### src/shared/sfps_pkg.sv
// Constants, register map and carrier types of the supply fault sequencer.
// Assumes a single 40 MHz clock and comparator flags synchronous to it.
package sfps_pkg;
    // Clock and time base
    localparam int unsigned CLK_KHZ        = 40000;
    localparam int unsigned OVLD_DELAY_MS  = 64;
    localparam int unsigned OVLD_DELAY_CYC = OVLD_DELAY_MS * CLK_KHZ;
    localparam int unsigned OVLD_CNT_W     = 22;
    // Number of lockout turn-off events that release the overload latch
    localparam int unsigned OVLD_RELEASE_EVENTS = 2;

    // Register bus
    localparam int unsigned ADDR_W = 4;
    localparam int unsigned DATA_W = 32;
    localparam logic [3:0] CTRL_OFS   = 4'h0;
    localparam logic [3:0] STATUS_OFS = 4'h4;
    localparam logic [3:0] MASK_OFS   = 4'h8;
    localparam logic [3:0] STATE_OFS  = 4'hc;

    // Control field and reset value
    localparam int unsigned CTRL_SWITCH_EN_BIT = 0;
    localparam logic        CTRL_RESET         = 1'b1;

    // Event bits, shared by status and mask
    localparam int unsigned EV_W           = 5;
    localparam int unsigned EV_OVLD_TRIP    = 0;
    localparam int unsigned EV_OVV_TRIP     = 1;
    localparam int unsigned EV_THERM_TRIP   = 2;
    localparam int unsigned EV_LOCKOUT_OFF  = 3;
    localparam int unsigned EV_OVLD_RELEASE = 4;
    localparam logic [4:0]  STATUS_RESET   = 5'h00;
    localparam logic [4:0]  MASK_RESET     = 5'h00;

    // State register bit positions
    localparam int unsigned ST_OVLD_LATCH  = 0;
    localparam int unsigned ST_OVV_LATCH   = 1;
    localparam int unsigned ST_THERM_LATCH = 2;
    localparam int unsigned ST_LOCKOUT_REL = 3;
    localparam int unsigned ST_GATE        = 4;
    localparam int unsigned ST_OVLD_EVCNT  = 5;
    localparam int unsigned ST_W           = 7;

    // Comparator flags from the analog front end
    typedef struct packed {
        logic overload_above;   // Feedback above overload level
        logic overvoltage;      // Supply above overvoltage level
        logic thermal_low;      // Sensor pin below trip level
        logic thermal_high;     // Sensor pin above restart level
        logic lockout_on;       // Supply reached turn-on level
        logic lockout_off;      // Supply fell to turn-off level
        logic power_down_clear; // Supply below power-down level
    } sfps_flags_t;

    typedef struct packed {
        logic [ADDR_W-1:0] addr;
        logic [DATA_W-1:0] wdata;
        logic              wr;
        logic              rd;
    } sfps_bus_req_t;
endpackage

### src/rtl/sfps_sequencer.sv
// Fault sequencer of an offline switching-supply controller: overload,
// supply overvoltage, thermal latch and undervoltage lockout gating.
// Assumes comparator flags are synchronous to clk_i and glitch free.
// Notes on behaviour
// - Feedback above the overload level for longer than 64 ms stops the gate.
// - Overload excursions of 64 ms or less never trip protection.
// - An overload trip latches the gate off and starts counting lockout offs.
// - The second counted lockout turn-off releases the overload latch.
// - A supply overvoltage flag removes the gate at once.
// - The overvoltage fault is latched and holds the gate off.
// - The overvoltage latch clears only under the power-down indication.
// - The sensor pin below its trip level turns the gate off and latches.
// - The thermal latch clears only under power-down with no thermal fault.
// - Thermal restart needs the pin above its restart level and power-down.
// - Lockout releases at the turn-on level and signals off at turn-off.
`timescale 1ns/1ps
`default_nettype none
module sfps_sequencer #(
    parameter int unsigned OVLD_DELAY_CYCLES = sfps_pkg::OVLD_DELAY_CYC
) (
    input  wire logic                        clk_i,
    input  wire logic                        reset_i,
    input  wire sfps_pkg::sfps_flags_t       flags_i,
    input  wire sfps_pkg::sfps_bus_req_t     bus_i,
    output logic [sfps_pkg::DATA_W-1:0]      rdata_o,
    output logic                             irq_o,
    output logic                             gate_enable_o
);
    if (OVLD_DELAY_CYCLES < 1 ||
        OVLD_DELAY_CYCLES >= (1 << sfps_pkg::OVLD_CNT_W)) begin : g_bad
        $error("overload delay out of counter range");
    end

    localparam logic [sfps_pkg::OVLD_CNT_W-1:0] DELAY =
        sfps_pkg::OVLD_CNT_W'(OVLD_DELAY_CYCLES);
    localparam logic [1:0] REL_LAST =
        2'(sfps_pkg::OVLD_RELEASE_EVENTS - 1);

    // State
    logic [sfps_pkg::OVLD_CNT_W-1:0] ovld_cnt;
    logic                           ovld_latch;
    logic [1:0]                     ovld_evcnt;
    logic                           ovv_latch;
    logic                           therm_latch;
    logic                           lockout_released;
    logic                           switch_en;
    logic [sfps_pkg::EV_W-1:0]      status;
    logic [sfps_pkg::EV_W-1:0]      mask;

    // Bus decode
    wire wr_ctrl   = bus_i.wr && bus_i.addr == sfps_pkg::CTRL_OFS;
    wire wr_status = bus_i.wr && bus_i.addr == sfps_pkg::STATUS_OFS;
    wire wr_mask   = bus_i.wr && bus_i.addr == sfps_pkg::MASK_OFS;

    // Lockout turn-off event
    wire lockout_off_ev = lockout_released && flags_i.lockout_off;

    // Overload qualification
    wire ovld_at_delay = ovld_cnt == DELAY;
    wire ovld_trip     = flags_i.overload_above && ovld_at_delay
                         && !ovld_latch;
    wire ovld_release  = ovld_latch && lockout_off_ev
                         && ovld_evcnt == REL_LAST;

    // Latch set and clear terms
    wire ovv_trip    = flags_i.overvoltage && !ovv_latch;
    wire ovv_clear   = flags_i.power_down_clear;
    wire therm_trip  = flags_i.thermal_low && !therm_latch;
    wire therm_clear = flags_i.power_down_clear && !flags_i.thermal_low
                       && flags_i.thermal_high;

    wire [sfps_pkg::EV_W-1:0] events = {
        ovld_release, lockout_off_ev, therm_trip, ovv_trip, ovld_trip
    };
    wire [sfps_pkg::EV_W-1:0] status_clr =
        wr_status ? bus_i.wdata[sfps_pkg::EV_W-1:0] : '0;

    wire [sfps_pkg::ST_W-1:0] state_word = {
        ovld_evcnt, gate_enable_o, lockout_released,
        therm_latch, ovv_latch, ovld_latch
    };

    wire [sfps_pkg::DATA_W-1:0] rd_mux =
        bus_i.addr == sfps_pkg::CTRL_OFS   ? {31'h0, switch_en} :
        bus_i.addr == sfps_pkg::STATUS_OFS ? {27'h0, status} :
        bus_i.addr == sfps_pkg::MASK_OFS   ? {27'h0, mask} :
        bus_i.addr == sfps_pkg::STATE_OFS  ? {25'h0, state_word} :
        32'h0;

    // Overload delay counter, restarts whenever the excursion ends
    always_ff @(posedge clk_i) begin
        if (reset_i || !flags_i.overload_above || ovld_latch) begin
            ovld_cnt <= '0;
        end else if (!ovld_at_delay) begin
            ovld_cnt <= ovld_cnt + 1'b1;
        end
    end

    // Overload latch with divide-by-two release
    always_ff @(posedge clk_i) begin
        if (reset_i) begin
            ovld_latch <= 1'b0;
            ovld_evcnt <= 2'h0;
        end else if (ovld_trip) begin
            ovld_latch <= 1'b1;
            ovld_evcnt <= 2'h0;
        end else if (ovld_release) begin
            ovld_latch <= 1'b0;
            ovld_evcnt <= 2'h0;
        end else if (ovld_latch && lockout_off_ev) begin
            ovld_evcnt <= ovld_evcnt + 2'h1;
        end
    end

    // Overvoltage and thermal latches, a set wins over a clear
    always_ff @(posedge clk_i) begin
        if (reset_i) begin
            ovv_latch   <= 1'b0;
            therm_latch <= 1'b0;
        end else begin
            ovv_latch   <= flags_i.overvoltage
                           || (ovv_latch && !ovv_clear);
            therm_latch <= flags_i.thermal_low
                           || (therm_latch && !therm_clear);
        end
    end

    // Undervoltage lockout hysteresis, off level has priority
    always_ff @(posedge clk_i) begin
        if (reset_i || flags_i.lockout_off) begin
            lockout_released <= 1'b0;
        end else if (flags_i.lockout_on) begin
            lockout_released <= 1'b1;
        end
    end

    // Registers, a new event wins over a write-one clear
    always_ff @(posedge clk_i) begin
        if (reset_i) begin
            switch_en <= sfps_pkg::CTRL_RESET;
            status    <= sfps_pkg::STATUS_RESET;
            mask      <= sfps_pkg::MASK_RESET;
            rdata_o   <= '0;
        end else begin
            if (wr_ctrl) begin
                switch_en <= bus_i.wdata[sfps_pkg::CTRL_SWITCH_EN_BIT];
            end
            if (wr_mask) begin
                mask <= bus_i.wdata[sfps_pkg::EV_W-1:0];
            end
            status  <= (status & ~status_clr) | events;
            rdata_o <= bus_i.rd ? rd_mux : '0;
        end
    end

    assign irq_o = |(status & mask);

    // Overvoltage and thermal flags gate directly so shutdown is immediate
    assign gate_enable_o = !ovld_latch && !ovv_latch && !therm_latch
                           && !flags_i.overvoltage && !flags_i.thermal_low
                           && lockout_released && switch_en;
endmodule
`default_nettype wire

### config.mk
export PLATFORM = sky130hd
export DESIGN_NAME = sfps_sequencer
export DESIGN_NICKNAME = d
export VERILOG_FILES = /design/src/shared/sfps_pkg.sv /design/src/rtl/sfps_sequencer.sv
export SDC_FILE = /design/constraint.sdc
export NUM_CORES = 1
export LEC_CHECK = 0
export BUFFER_PORTS_ARGS = -buffer_cell sky130_fd_sc_hd__buf_2
export CAP_MARGIN = 20
export CORE_ASPECT_RATIO = 1.25
export CORE_MARGIN = 4
export CORE_UTILIZATION = 49
export CTS_BUF_LIST = sky130_fd_sc_hd__clkbuf_16
export CTS_CLUSTER_SIZE = 12
export DETAILED_ROUTE_END_ITERATION = 12
export GPL_TIMING_DRIVEN = 0
export PLACE_DENSITY = 0.86
export SLEW_MARGIN = 5
export SYNTH_ARGS = -nofsm -noshare
export SYNTH_HDL_FRONTEND = slang
export SYNTH_SLANG_ARGS = --single-unit
export TNS_END_PERCENT = 30
### constraint.sdc
create_clock -name clk_i -period 2.51 [get_ports clk_i]
set_clock_uncertainty 0.05 [all_clocks]
set_input_delay 0.3765 -clock clk_i [delete_from_list [all_inputs] [get_ports clk_i]]
set_output_delay 0.3765 -clock clk_i [all_outputs]
set_load 0.02 [all_outputs]
# Word-level counts from Yosys, hierarchy flattened
# Cells that the tools add are included.
[word_totals]
in_bits = 47
regBits = 71
[op_classes]
add_sub_neg = 2
reduce_logical = 41
muxes = 7
n_bitwise = 6
eq_ne = 5
[ops]
columns = ["operator", "count"]
rows = [
  ["22-bit by 1-bit adder with 22-bit output, second input constant", 1],
  ["22-bit equality test, second input constant", 1],
  ["1-bit logical AND", 20],
  ["5-bit 2-to-1 mux", 4],
  ["5-bit AND", 2],
  ["5-bit OR reduction", 2],
  ["4-bit equality test, second input constant", 2],
  ["1-bit logical NOT", 8],
  ["3-bit OR reduction", 2],
  ["6-bit OR reduction", 1],
  ["1-bit logical OR", 5],
  ["5-bit inverter", 1],
  ["5-bit bitwise OR", 1],
  ["4-bit by 3-bit equality test with 1-bit output, second input constant", 1],
  ["4-bit logical NOT", 1],
  ["1-bit 2-to-1 mux", 3],
  ["2-bit by 1-bit adder with 2-bit output, second input constant", 1],
  ["2-bit by 1-bit equality test with 1-bit output, second input constant", 1],
  ["1-bit inverter", 2],
  ["2-bit nonzero test", 1],
  ["2-bit OR reduction", 1],
]

# Depth between registers and ports, before layout
[depth]
word_depth = 11
ltp_mapped = 6

# Least setup slack after synthesis
# OpenSTA, ideal clock, no wires.
[synth_path]
path_kind = "register to register"
start = "reg ovld_cnt[1] (netlist bit)"
end = "reg ovld_cnt[16] (netlist bit)"
setup_time_ps = 70
path_buffers = 1
path_slack_ps = 627
path_stages_with_launch = 7
arrival_ps = 1763
cell_sequence = "dfxtp_1 ha_1 inv_1 or4_1 clkbuf_2 or3_1 a21oi_1"
[synth_between]
elab_chain_len = 1
[synth_rtl]
columns = ["item", "line_no", "source"]
rows = [
  ["from (decl)", "sfps_sequencer.sv:40", "logic [sfps_pkg::OVLD_CNT_W-1:0] ovld_cnt;"],
  ["from (signal assigned)", "sfps_sequencer.sv:95", "ovld_cnt <= ovld_cnt + 1'b1;"],
  ["22-bit by 1-bit adder with 22-bit output / 22-bit equality test (equally long branches)", "sfps_sequencer.sv:95, sfps_sequencer.sv:59", ""],
]
# Parallel ways exist; a longest one is shown, timed or not.
# A chain may end at the register's enable or synchronous reset.

# Worst setup path in the final report
[layout_path]
start = "reg ovld_cnt[0] (netlist bit)"
end = "reg ovld_cnt[16] (netlist bit)"
# Same word-level chain as after synthesis.

==> flow_metrics.py <==
metrics = {
    "floorplan": {
        "rows": 27,
        "die_h_um": 83.8,
        "io_pins": 81,
        "dieArea_mm2": 0.00575,
        "die_x_um": 68.7,
        "initial_utilization_pct": 50.9,
        "core_mm2": 0.00443,
    },
    "yosys": {
        "synth_common_cells": "46 x dfxtp_1, 25 x buf_4, 25 x nor2_1, 16 x a21oi_1, 15 x inv_1",
        "async_flop_share_pct": 0,
        "synth.avg_cell_area_um2": 8.63,
        "syn_area_mm2": 0.00225,
        "synth_edf_count": 0,
        "synth_area_leaders": "dfxtp_1 41%, buf_4 8.3%, nor2_1 4.2%",
        "yosysUniqueCellTypes": 39,
        "syn_inst": 261,
        "synth_top_area_share_pct": 40.9,
        "ys_ff_latch": 46,
        "ys_seq_area_share_pct": 40.9,
        "synth-main-ff-cell": "dfxtp_1",
        "yosys_warnings": 0,
        "synth_top_area_cell": "dfxtp_1",
        "yosysMostFrequentCell": "dfxtp_1",
    },
    "clock_tree": {
        "clock_latency_ns": 0.28,
        "clk_pin_slew_ns": 0.06,
        "clock-sinks": 46,
        "cts_buffers": 5,
        "cts_tree": "done",
        "htreeDepth": 2,
        "cts_setup_buffers": 0,
        "root_buffer": "clkbuf_16",
        "cts_hold_buf": 0,
        "cts_buffer_depth": 2,
        "cts_resized": 0,
    },
    "critical_path": {
        "r2r_slack_ns": 0.37,
        "r2r_cells": 6,
        "crit_cells": 6,
        "worstSetupStartpointType": "flip-flop",
        "crit_chain": "ha_1 -> inv_1 -> or4_1 -> clkbuf_2 -> or3_1 -> a21oi_1",
        "slowest_delay_ns": 0.52,
        "critPathMaxFanout": 6,
        "crit_type": "flip-flop to flip-flop",
        "end_kind": "flip-flop",
        "path_delay_family": "simple AND/OR/NAND/NOR gates",
        "crit_buf_inv": 2,
        "crit_slowest_cell": "or4_1",
        "arrival_ns": 2.30,
        "crit_required_ns": 2.67,
    },
    "power_and_ir_drop": {
        "powerDensity_mw_per_mm2": 604,
        "leakagePower_nw": 1.14,
        "max-vdd-ir-drop_mv": 0.365,
    },
    "global_routing": {
        "grt_pass1_wl_um": 8350,
        "grt_use_met3_pct": 4.45,
        "grt_use_met1_pct": 22.0,
        "grt_usage_pct": 18.9,
        "grt_max_degree": 16,
        "overflow": 0,
        "grt_pass1_vias": 1802,
        "grtUsageMet2_pct": 32.1,
        "antenna_found_initial": 0,
        "grt-busiest-layer": "met2",
    },
    "finish": {
        "syn_to_final_growth_pct": 20.5,
        "layout-drive-gt1-share_pct": 21.6,
        "nets": 368,
        "fin_area_mm2": 0.00272,
        "diodes": 0,
    },
    "routing": {
        "wl_um": 5060,
        "drt_iter0_drc": 175,
        "ant_nets": 0,
        "vias": 1977,
        "drt_pass1_iterations": 4,
        "drcViolationCount": 0,
        "avgViaCountPerCell": 5.24,
        "wl_per_cell_um": 13.4,
    },
    "sta": {
        "tns_ns": 0,
        "rsz0062_at_grt": "no",
        "drv_slew": 0,
        "timing.final.crit_share_pct": 85.2,
        "finalSetupViolations": 0,
        "fin_ws_ns": 0.371,
        "hold_viol_final": 0,
        "period_minus_slack_ns": 2.14,
        "fmax_mhz": 467,
        "relSlewSlack_pct": 62.8,
        "worst_pin_slew_ns": 0.556,
    },
    "min_path": {
        "hold_path_depth": 2,
        "hold_path.class": "input port to flip-flop",
    },
    "placement": {
        "dp_slack_ns": 0.394,
        "placed_area_mm2": 0.00255,
        "place_hpwl_um": 3490,
        "portBuffers": 26,
        "gp_congestion": 0.801,
    },
    "outcome": {
        "run_status": "finished clean",
    },
    "run": {
        "cap_violations": 0,
    },
}
metal layers:
metal	part of all wire [%]	routed length, um	vias up
met5	0	0	-
met4	0.97	49	0
met3	7.3	367	8
met2	52	2650	83
met1	39	1990	906
li1	-	-	980
final cells by class:
cell class	count	area [um2]
Timing Repair Buffer	26	130
Multi-Input combinational cell	191	1150
Clock inverter	3	43.8
Buffer	33	220
Inverter	15	56.3
Clock buffer	5	125
Sequential cell	46	921
Tap cell	58	72.6
Fill cell	369	1710
stage by stage:
step	instances	power (mW)	utilization, %	hold slack [ns]
2_1_floorplan	285	0.870	-	0.388
5_1_grt	377	1.70	61.4	0.257
3_3_place_gp	369	0.899	57.5	0.408
4_1_cts	377	1.65	61.4	0.237
6_report	377	1.64	61.4	0.248
3_5_place_dp	369	0.902	57.5	0.409
cell families after synthesis:
| family | synth area share, % |
|---|---|
| multiplexers | 6.50 |
| flip-flops | 40.9 |
| adder cells (fa/ha/maj) | 1.67 |
| buffers and inverters | 12.3 |
| XOR/XNOR | 4.66 |
| AND/OR/NAND/NOR | 23.7 |
| AO/OA/AOI/OAI | 10.2 |
| other | 0.166 |
report_power, final:
group	internal, mW	switching, mW
combinational	0.0581	0.0831
clock	0.471	0.277
sequential	0.740	0.00996
cell usage in the layout (no fill, tap or decap), types with 2 or more instances in the layout:
master / count
or3_1: 7
conb_1: 25
xor2_1: 5
nor2_1: 25
buf_4: 25
and3_1: 3
a211oi_1: 2
ha_1: 3
inv_1: 15
mux2_2: 3
o2bb2ai_1: 2
nand2_1: 14
nor2b_1: 4
clkbuf_16: 5
nand3_1: 10
clkbuf_1: 6
a22oi_1: 4
nor4_1: 7
nand2b_1: 5
xnor2_1: 7
mux2i_1: 9
nor4bb_1: 2
buf_2: 27
or4_1: 2
nor3_1: 6
dfxtp_1: 46
a21oi_1: 16
nand4_1: 6
o21ai_0: 14
registers in the layout, summed over array words and instances (netlist names):
signal	cells
ovld_cnt	22
rdata_o	7
mask	5
status	5
ovld_evcnt	2
lockout_released	1
ovld_latch	1
ovv_latch	1
switch_en	1
therm_latch	1
worst reg2reg max path, delay by kind of cell (launching register included):
family | cells | cell delay (ns)
buf+inv | 2 | 0.29
compound gates | 1 | 0.16
simple gates | 2 | 0.89
fa+ha+maj | 1 | 0.23
flops | 1 | 0.44
worst paths after layout:
path,to,start
max,ovld_cnt[16]$_SDFFE_PP0P_,ovld_cnt[0]$_SDFFE_PP0P_
min reg2reg,rdata_o[6]$_SDFF_PP0_,ovld_evcnt[1]$_SDFFE_PP0P_
max reg2reg,ovld_cnt[16]$_SDFFE_PP0P_,ovld_cnt[0]$_SDFFE_PP0P_
min,lockout_released$_SDFFE_PP0P_,flags_i[1]
Power figures use the tool's default switching activity.
